[src/pru_pkg.sv]
// Operation
// - Reload sets period, match1 sets duty
// - Changes apply at next counter-zero event
// - Four-entry FIFO, drained in insertion order
// - Host pushes period first, duty second
// - Request flag is flag register bit 2
// - Sequencer runs once per trigger rising edge
// - Trigger is counter-zero AND request flag
// - First pull loads counter active count
// - Duty pulled into work_reg1, then match1
// - Only move ops write match values
// - Last op raises interrupt, tag 1
// - Host acts only on tag 1
// - Host clears request bit after interrupt
// - Host writes reload before setting request
// - Direct writes best at counter-zero
// - Output low at zero, high at match1
// - Counter reloads 4000, match1 2000 default
package pru_pkg;

  // ------------------------------------------------------------
  // Widths and defaults.
  // ------------------------------------------------------------
  localparam int DATA_W = 32;
  localparam int FIFO_DEPTH = 4;
  localparam int PTR_W = 2;
  localparam logic [DATA_W-1:0] LOAD_RESET = 32'h0000_0fa0;
  localparam logic [DATA_W-1:0] MATCH1_RESET = 32'h0000_07d0;
  localparam logic [DATA_W-1:0] MATCH2_RESET = 32'h0000_0000;
  localparam int REQ_BIT = 2;
  localparam logic [7:0] REQ_MASK = 8'h04;
  localparam logic [7:0] TAG_DONE = 8'h01;

  // ------------------------------------------------------------
  // Host register map, word addresses.
  // ------------------------------------------------------------
  localparam logic [3:0] A_CMD_PERIOD = 4'h0;
  localparam logic [3:0] A_CMD_DUTY = 4'h1;
  localparam logic [3:0] A_CMD_GO = 4'h2;
  localparam logic [3:0] A_STATUS = 4'h3;
  localparam logic [3:0] A_IRQ_MASK = 4'h4;
  localparam logic [3:0] A_TAG = 4'h5;
  localparam int ST_DONE = 0;
  localparam int ST_BUSY = 1;

  // Sequencer steps.
  typedef enum logic [2:0] {PRU_SEQ_IDLE, PRU_SEQ_PULL_C, PRU_SEQ_PULL_R1, PRU_SEQ_MOVE_TO_MATCH1_OP, PRU_SEQ_IRQ} pru_seq_t;

endpackage

[src/pru_if.sv]
`timescale 1ns/100ps
// Link between the host controller and the PWM tile.
interface pru_if;
  import pru_pkg::*;
  logic [7:0] host_flag_register;
  logic fifo_ptr_clr;
  logic fifo_push;
  logic [DATA_W-1:0] fifo_wdata;
  logic load_wr;
  logic [DATA_W-1:0] load_wdata;
  logic irq;
  logic [7:0] irq_tag;
  logic tag_clr;
  modport device (input host_flag_register, fifo_ptr_clr, fifo_push, fifo_wdata, load_wr, load_wdata, tag_clr,
                  output irq, irq_tag);
  modport host (output host_flag_register, fifo_ptr_clr, fifo_push, fifo_wdata, load_wr, load_wdata, tag_clr,
                input irq, irq_tag);
endinterface

[src/pru_counter.sv]
`timescale 1ns/100ps
// ----------------------------------------------------------------
// Down counter and PWM state cell.
// ----------------------------------------------------------------
module pru_counter
  import pru_pkg::*;
(
  input wire logic clk,
  input wire logic srst,
  input wire logic ce,
  input wire logic load_wr,
  input wire logic [pru_pkg::DATA_W-1:0] load_wdata,
  input wire logic cnt_wr,
  input wire logic [pru_pkg::DATA_W-1:0] cnt_wdata,
  input wire logic m1_wr,
  input wire logic m2_wr,
  input wire logic [pru_pkg::DATA_W-1:0] m_wdata,
  output logic count_zero,
  output logic pwm_out
);
  import pru_pkg::*;

  typedef struct packed {
    logic [DATA_W-1:0] load;
    logic [DATA_W-1:0] cnt;
    logic [DATA_W-1:0] duty_match_value;
    logic [DATA_W-1:0] second_match_value;
    logic zero;
    logic pwm_state_cell;
  } pru_cnt_st_t;

  pru_cnt_st_t s_q;
  pru_cnt_st_t s_d;

  // Count down; the zero event reloads the count from the load value.
  always_comb
  begin
    s_d = s_q;
    s_d.zero = (s_q.cnt == '0);
    if (s_q.cnt == '0)
    begin
      s_d.cnt = s_q.load;
    end
    else
    begin
      s_d.cnt = s_q.cnt - 32'h0000_0001;
    end
    // The state cell clears on zero and sets on match1.
    if (s_q.cnt == '0)
    begin
      s_d.pwm_state_cell = 1'b0;
    end
    else if (s_q.cnt == s_q.duty_match_value)
    begin
      s_d.pwm_state_cell = 1'b1;
    end
    if (load_wr)
    begin
      s_d.load = load_wdata;
    end
    if (cnt_wr)
    begin
      s_d.cnt = cnt_wdata;
    end
    if (m1_wr)
    begin
      s_d.duty_match_value = m_wdata;
    end
    if (m2_wr)
    begin
      s_d.second_match_value = m_wdata;
    end
  end

  // State register.
  always_ff @(posedge clk)
  begin
    if (srst)
    begin
      s_q <= '{LOAD_RESET, LOAD_RESET, MATCH1_RESET, MATCH2_RESET, 1'b0, 1'b0};
    end
    else if (ce)
    begin
      s_q <= s_d;
    end
  end

  assign count_zero = s_q.zero;
  assign pwm_out = s_q.pwm_state_cell;
endmodule

[src/pru_device.sv]
`timescale 1ns/100ps
// ----------------------------------------------------------------
// PWM tile with FIFO and event sequencer.
// ----------------------------------------------------------------
module pru_device
  import pru_pkg::*;
(
  input wire logic clk,
  input wire logic srst,
  input wire logic ce,
  pru_if.device lnk,
  output logic pwm
);
  import pru_pkg::*;

  typedef struct packed {
    logic [FIFO_DEPTH-1:0][DATA_W-1:0] mem;
    logic [PTR_W-1:0] wptr;
    logic [PTR_W-1:0] rptr;
    logic [3:0][DATA_W-1:0] work;
    pru_seq_t seq;
    logic trig_prev;
    logic irq;
    logic [7:0] tag;
    logic pwm;
  } pru_dev_st_t;

  pru_dev_st_t s_q;
  pru_dev_st_t s_d;
  logic count_zero;
  logic pwm_raw;
  logic sequencer_trigger0;
  logic cnt_wr;
  logic m1_wr;

  // Request gate: counter-zero AND the request flag bit.
  assign sequencer_trigger0 = count_zero & lnk.host_flag_register[REQ_BIT];

  // Counter writes issued by the sequencer steps.
  assign cnt_wr = (s_q.seq == PRU_SEQ_PULL_C);
  assign m1_wr = (s_q.seq == PRU_SEQ_MOVE_TO_MATCH1_OP);

  pru_counter u_cnt (
    .clk(clk),
    .srst(srst),
    .ce(ce),
    .load_wr(lnk.load_wr),
    .load_wdata(lnk.load_wdata),
    .cnt_wr(cnt_wr),
    .cnt_wdata(s_q.mem[s_q.rptr]),
    .m1_wr(m1_wr),
    .m2_wr(1'b0),
    .m_wdata(s_q.work[1]),
    .count_zero(count_zero),
    .pwm_out(pwm_raw)
  );

  // FIFO, sequencer and interrupt logic.
  always_comb
  begin
    s_d = s_q;
    s_d.trig_prev = sequencer_trigger0;
    s_d.pwm = pwm_raw;
    if (lnk.fifo_ptr_clr)
    begin
      s_d.wptr = '0;
      s_d.rptr = '0;
    end
    else if (lnk.fifo_push)
    begin
      s_d.mem[s_q.wptr] = lnk.fifo_wdata;
      s_d.wptr = s_q.wptr + 2'h1;
    end
    if (lnk.tag_clr)
    begin
      s_d.irq = 1'b0;
    end
    case (s_q.seq)
      PRU_SEQ_IDLE:
      begin
        if (sequencer_trigger0 && !s_q.trig_prev)
        begin
          s_d.seq = PRU_SEQ_PULL_C;
        end
      end
      PRU_SEQ_PULL_C:
      begin
        s_d.rptr = s_q.rptr + 2'h1;
        s_d.seq = PRU_SEQ_PULL_R1;
      end
      PRU_SEQ_PULL_R1:
      begin
        s_d.work[1] = s_q.mem[s_q.rptr];
        s_d.rptr = s_q.rptr + 2'h1;
        s_d.seq = PRU_SEQ_MOVE_TO_MATCH1_OP;
      end
      PRU_SEQ_MOVE_TO_MATCH1_OP:
      begin
        s_d.seq = PRU_SEQ_IRQ;
      end
      PRU_SEQ_IRQ:
      begin
        s_d.irq = 1'b1;
        s_d.tag = TAG_DONE;
        s_d.seq = PRU_SEQ_IDLE;
      end
      default:
      begin
        s_d.seq = PRU_SEQ_IDLE;
      end
    endcase
  end

  // State register; working registers start at zero.
  always_ff @(posedge clk)
  begin
    if (srst)
    begin
      s_q <= '0;
      s_q.seq <= PRU_SEQ_IDLE;
    end
    else if (ce)
    begin
      s_q <= s_d;
    end
  end

  assign lnk.irq = s_q.irq;
  assign lnk.irq_tag = s_q.tag;
  assign pwm = s_q.pwm;
endmodule

[src/flat_wrapper.sv]
// flat-port wrapper written by rule: the top's interface ports become plain ports
module pru_device_flat import pru_pkg::*;
  (clk, srst, ce, pwm, lnk_host_flag_register, lnk_fifo_ptr_clr, lnk_fifo_push, lnk_fifo_wdata, lnk_load_wr, lnk_load_wdata, lnk_tag_clr, lnk_irq, lnk_irq_tag);
  pru_if lnk_i ();
  input wire logic clk;
  input wire logic srst;
  input wire logic ce;
  output logic pwm;
  input wire logic [$bits(lnk_i.host_flag_register)-1:0] lnk_host_flag_register;
  input wire logic [$bits(lnk_i.fifo_ptr_clr)-1:0] lnk_fifo_ptr_clr;
  input wire logic [$bits(lnk_i.fifo_push)-1:0] lnk_fifo_push;
  input wire logic [$bits(lnk_i.fifo_wdata)-1:0] lnk_fifo_wdata;
  input wire logic [$bits(lnk_i.load_wr)-1:0] lnk_load_wr;
  input wire logic [$bits(lnk_i.load_wdata)-1:0] lnk_load_wdata;
  input wire logic [$bits(lnk_i.tag_clr)-1:0] lnk_tag_clr;
  output wire logic [$bits(lnk_i.irq)-1:0] lnk_irq;
  output wire logic [$bits(lnk_i.irq_tag)-1:0] lnk_irq_tag;
  assign lnk_i.host_flag_register = lnk_host_flag_register;
  assign lnk_i.fifo_ptr_clr = lnk_fifo_ptr_clr;
  assign lnk_i.fifo_push = lnk_fifo_push;
  assign lnk_i.fifo_wdata = lnk_fifo_wdata;
  assign lnk_i.load_wr = lnk_load_wr;
  assign lnk_i.load_wdata = lnk_load_wdata;
  assign lnk_i.tag_clr = lnk_tag_clr;
  assign lnk_irq = lnk_i.irq;
  assign lnk_irq_tag = lnk_i.irq_tag;
  pru_device u_core (.clk(clk), .srst(srst), .ce(ce), .lnk(lnk_i), .pwm(pwm));
endmodule
[config.mk]
export PLATFORM = sky130hd
export DESIGN_NAME = pru_device_flat
export DESIGN_NICKNAME = d
export VERILOG_FILES = /design/src/pru_pkg.sv /design/src/pru_if.sv /design/src/pru_counter.sv /design/src/pru_device.sv /design/src/flat_wrapper.sv
export SDC_FILE = /design/constraint.sdc
export NUM_CORES = 1
export LEC_CHECK = 0
export ABC_AREA = 0
export BUFFER_PORTS_ARGS = -buffer_cell sky130_fd_sc_hd__buf_2
export CAP_MARGIN = 20
export CELL_PAD_IN_SITES_DETAIL_PLACEMENT = 2
export CELL_PAD_IN_SITES_GLOBAL_PLACEMENT = 2
export CORE_UTILIZATION = 25
export CTS_CLUSTER_DIAMETER = 30
export DETAILED_ROUTE_END_ITERATION = 12
export HOLD_SLACK_MARGIN = 0.06
export PLACE_DENSITY_LB_ADDON = 0.1
export REMOVE_ABC_BUFFERS = 1
export SLEW_MARGIN = 20
export SYNTH_ARGS = -nofsm -noshare
export SYNTH_HDL_FRONTEND = slang
export SYNTH_SLANG_ARGS = --single-unit
[constraint.sdc]
create_clock -name clk -period 5.1 [get_ports clk]
set_clock_uncertainty 0.1 [all_clocks]
set_input_delay 1.02 -clock clk [delete_from_list [all_inputs] [get_ports clk]]
set_output_delay 1.02 -clock clk [all_outputs]
set_load 0.02 [all_outputs]
# After elaboration in Yosys (flattened, before gate mapping)
# Index checks and enable logic that the tools add are counted.
[totals]
regBits = 269
inputBits = 79
wordCells = 68
[classes]
eq_ne = 6
bitwise = 2
order_cmp = 3
n_mux = 17
addsub = 3
reduce_logical = 20
[op_table]
columns = ["op", "count"]
rows = [
  ["bitwise mux 128 bit", 1],
  ["two-way mux 32 bit", 4],
  ["binary-select mux 32 bit (select 2 bit)", 1],
  ["demux 32 bit (select 2 bit)", 1],
  ["equality test 32 bit", 1],
  ["logical NOT 32 bit", 1],
  ["subtractor 32 x 1 -> 32 bit (second input constant)", 1],
  ["AND reduction 2 bit", 9],
  ["one-hot mux 3 bit (4 select lines)", 1],
  ["two-way mux 9 bit", 1],
  ["two-way mux 2 bit", 4],
  ["nonzero test 2 bit", 4],
  ["equality test 3 x 2 -> 1 bit (second input constant)", 2],
  ["less-than comparator 2 x 3 -> 1 bit (second input constant)", 2],
  ["adder 2 x 1 -> 2 bit (second input constant)", 2],
  ["equality test 3 x 1 -> 1 bit (second input constant)", 1],
  ["equality test 3 bit (second input constant)", 1],
  ["logical NOT 3 bit", 1],
  ["two-way mux 1 bit", 3],
  ["two-way mux 3 bit", 1],
  ["AND reduction 3 bit", 1],
  ["greater-or-equal comparator 2 x 1 -> 1 bit (second input constant)", 1],
  ["logical AND 1 bit", 2],
  ["!= test 2 x 1 -> 1 bit (second input constant)", 1],
  ["other kinds (4)", 4],
]

# Logic depth before layout (Yosys ltp)
[depth]
word_depth = 5
depth_mapped = 9
mapped_depth_nobuf = 8

# Modules after synthesis
# Synthesis repeated with hierarchy kept, for this count alone.
[unflattened]
cells_unflattened = 1407
area_unflattened_um2 = 11918.9
[modules_own_cells]
columns = ["mod", "seq_area_each_um2", "area_each_um2", "cells_each", "n_inst"]
rows = [
  ["pru_device", 3423.3, 6904.1, 755, 1],
  ["pru_counter", 1961.9, 5014.8, 652, 1],
]

# Least setup slack after synthesis
# Ideal clock, no wire load.
[synth_path]
kind = "input -> register"
startpoint = "input ce"
endpoint = "register u_core.s_q[147] (netlist name)"
cell_stages = 7
setup_slack_ps = 2469
arrival_ps = 2461
required_ps = 4930
path_cell_list = "inv_1 -> nor3b_1 -> and2_0 -> clkbuf_1 -> clkbuf_1 -> nand2_1 -> a21oi_1"
[synth_between]
elab_chain_len = 1
[synth_rtl]
columns = ["element", "line_no", "source"]
rows = [
  ["start, declared", "flat_wrapper.sv:7", "input wire logic ce;"],
  ["AND reduction 3 bit (no line)", "-", ""],
  ["end, declared", "pru_device.sv:28", "pru_dev_st_t s_q;"],
]
# No other way between the ends.
# A chain may end at the register's enable or synchronous reset.

# Final worst setup path
[layout_path]
startpoint = "register u_core.u_cnt.s_q[66] (netlist name)"
endpoint = "register u_core.u_cnt.s_q[81] (netlist name)"
[layout_between]
elab_chain_len = 3
word_cells_on_any_way = 4
classes_between = "add/sub (1); mux (2); reduce/logical (1)"
[layout_rtl]
columns = ["element", "line_no", "source"]
rows = [
  ["start, declared", "pru_counter.sv:32", "pru_cnt_st_t s_q;"],
  ["start signal, assigned", "pru_counter.sv:80", "s_q <= '{LOAD_RESET, LOAD_RESET, MATCH1_RESET, MATCH2_RESET, 1'b0, 1'b0};"],
  ["subtractor 32 x 1 -> 32 bit / logical NOT 32 bit (equally long branches)", "pru_counter.sv:46, pru_counter.sv:40", ""],
  ["two-way mux 32 bit *", "pru_counter.sv:40", "if (s_q.cnt == '0)"],
  ["two-way mux 32 bit *", "pru_counter.sv:61", "if (cnt_wr)"],
]
# Mark *: on every way between the ends. The rest lies on a longest branch, timed or not.

==> metrics.csv <==
stage,metric,value,unit
worst_setup_path,slowest_delay,0.51,ns
sta,rsz0062_at_grt,false,
outcome,violations,DRC,
global_routing,antenna_found_initial,0,
placement,port_buffers,74,
placement,dp_slack,1.871,ns
placement,gp_congestion,0.7709,
yosys,ys_types,67,
route,drc,12,
clocking,post_cts.repair.setup_buffers,0,
global_routing,overflow,0,
yosys,synth-seq-cells,269,
finish,area_growth,29.84,%
clocking,cts_root_buffer,clkbuf_16,
finish,finalNonFillerCells,2196,
sta,worst_slew_pin_slew,1.001,ns
floorplan,die_y,220.0,um
sta,slew_headroom,33.24,%
global_routing,grtUsageTotal,18.93,%
clocking,numClockSinks,269,
worst_setup_path,start_kind,register,
worst_setup_path,cp.arrival,3.50,ns
yosys,synth_top_area_share,45.32,%
route,first_iter_violations,363,
route,ant_nets,0,
worst_setup_path,crit_start,u_core.u_cnt.s_q[66],
finish,layout-drive-gt1-share,17.43,%
finish,nets,1609,
worst_setup_path,path_class,register to register,
route,routed_via_density,4.846,
floorplan,initial_utilization,25.41,%
worst_setup_path,critical_path_buf_inv_count,2,
yosys,ys_seq_area_share,45.32,%
floorplan,ios,89,
yosys,async_reset_ff_share,0,%
floorplan,core_area,0.04675,sq mm
outcome,status,finished with violations,
floorplan,fp.dieW,220.0,um
yosys,synthCells,1463,
pwr,leakagePower,5.506,nW
clocking,cts_tree,yes,
worst_setup_path,crit_fanout,21,
floorplan,dieArea,0.04840,sq mm
global_routing,grt_max_degree,99,
route,routedWlPerCell,20.26,um
sta,drv_slew,0,
worst_setup_path,end_kind,register,
clocking,path_clk_slew,0.04,ns
clocking,cts_buffers,85,
yosys,syn_area_per_cell,8.121,sq um
finish,utilization,33.00,%
global_routing,grt_pass1_wl,69300,um
clocking,cts_hold_buffers,0,
sta,tns,0,ns
clocking,clockBufferDepth,3,
route,wl,44500,um
yosys,syn_area,0.01188,sq mm
yosys,synth_edf_count,0,
worst_setup_path,rr_startpoint,u_core.u_cnt.s_q[66],
sta,fin_ws,2.005,ns
sta,min_period_over_period,60.68,%
placement,dpl.cell_count,2044,
worst_setup_path,crit_chain,"inv_1, ha_1, or3b_2, nor3_4, nand3_1, buf_4, a211o_1, a211oi_1",
clocking,clkLatencyLatePin,0.60,ns
sta,hold_slack,0.3441,ns
sta,setup_viol_count_final,0,
route,first_pass_iters,10,
yosys,yosysWarnings,0,
pwr,p_per_area,494.5,mW/mm^2
yosys,synth_top_area_cell,dfxtp_1,
finish,n_fill_cell,5189,
sta,finalHoldViolCount,0,
yosys,synth_flop_cell,dfxtp_1,
pwr,ir_drop,0.2007,mV
worst_setup_path,critical-path-slowest-cell,nand3_1,
worst_setup_path,crit_family,simple AND/OR/NAND/NOR gates,
clocking,post_cts_resized,0,
sta,layout_min_cycle_time,3.095,ns
floorplan,rows,79,
placement,hpwl,28080,um
worst_setup_path,cp.required,5.51,ns
route,vias,10640,
sta,fmax,323.1,MHz
run,maxCapViolCount,0,
clocking,cts-htree-levels,3,
yosys,netlist_top_cells_area,"dfxtp_1 (45%), nand2_1 (15%), a21oi_1 (10%)",
global_routing,grt_pass1_vias,11600,
min_path,hold_path_class,register to register,
finish,antenna_cells,0,
min_path,min-delay-start,u_core.s_q[61],
-- synth_stat cells, types with 6 or more instances --
cell type    n
o22ai_1     16
ha_1         6
nand3_1     22
a21oi_1    240
clkbuf_1   102
nor2_1      48
buf_4       10
buf_2        6
nor3_1      11
a211oi_1    11
o21ai_0     25
xnor2_1     42
nor4_1      13
a221oi_1     8
xor2_1      14
nand2_1    483
mux4_2      31
nand4_1      8
dfxtp_1    269
inv_1        8
o211ai_1     7
-- registers in the layout, indices dropped and copies added, names as in the netlist --
| register | cells |
|---|---|
| u_core.u_cnt.count_zero | 1 |
| u_core.lnk.irq_tag | 1 |
| u_core.u_cnt.pwm_out | 1 |
| u_core.pwm | 1 |
| u_core.u_cnt.s_q | 96 |
| u_core.s_q | 168 |
| u_core.lnk.irq | 1 |
-- metrics by stage --
step | cell area, sq um | total power [mW]
finish | 15430 | 7.629
global route | 15430 | 7.917
CTS | 15430 | 7.759
detailed placement | 12600 | 2.561
global placement | 12600 | 2.555
floorplan | 11250 | 2.378
-- report_power, final --
group / internal (mW) / switching, mW / total, mW
registers: 2.15 / 0.0533 / 2.21
clock network: 3.65 / 1.46 / 5.11
logic: 0.113 / 0.203 / 0.316
total: 5.92 / 1.71 / 7.63
-- placed cells by master (no fill, tap or decap), types with 21 or more instances in the layout --
| cell type | synthesis | routed |
|---|---|---|
| a21oi_1 | 240 | 240 |
| buf_2 | 6 | 73 |
| buf_4 | 10 | 22 |
| clkbuf_1 | 102 | 21 |
| clkbuf_16 | 0 | 88 |
| clkbuf_8 | 3 | 22 |
| dfxtp_1 | 269 | 268 |
| mux4_2 | 31 | 31 |
| nand2_1 | 483 | 483 |
| nand3_1 | 22 | 22 |
| nor2_1 | 48 | 48 |
| o21ai_0 | 25 | 25 |
| xnor2_1 | 42 | 42 |
-- logic make-up (layout without fill, tap and decap cells) --
kind of cell | count (synthesis) | count (layout) | synth area share (%)
xor+xnor | 56 | 56 | 4.128
flops | 269 | 269 | 45.32
other cells | 1 | 7 | 0.03156
mux | 37 | 37 | 6.529
fa+ha+maj | 6 | 6 | 0.6318
compound gates | 333 | 333 | 15.60
buf+inv | 138 | 258 | 5.760
simple gates | 623 | 623 | 22.00
-- worst reg2reg max path: cells and delay by family, from the launching register on --
family	cells	cell delay (ns)
compound gates	2	0.49
fa+ha+maj	1	0.17
simple gates	3	1.31
buf+inv	2	0.57
flops	1	0.38
-- final timing paths --
kind | endpoint | slack (ns) | cells after the start
worst max-delay path | u_core.u_cnt.s_q[81] | 2.01 | 8
worst min-delay path | u_core.u_cnt.s_q[49] | 0.34 | 2
worst max register to register | u_core.u_cnt.s_q[81] | 2.01 | 8
worst min register to register | u_core.u_cnt.s_q[49] | 0.34 | 2
-- metal layers --
layer	share of wire [%]	track usage, %
met5	0	0
met1	47	24.33
met4	2.1	7.011
met2	47	31.37
met3	4.1	3.464
-- area by class of cell --
type / instances / area, sq um / share of cell area [%]
sequential: 269 / 5386 / 34.91
inverter: 8 / 30.03 / 0.1946
timing repair buffer: 98 / 584.3 / 3.788
tap: 607 / 759.5 / 4.923
clock buffer: 130 / 2570 / 16.66
multi-input combinational: 1062 / 5839 / 37.85
clock inverter: 22 / 257.7 / 1.671
Note: power is estimated with default switching activity, not from simulation.
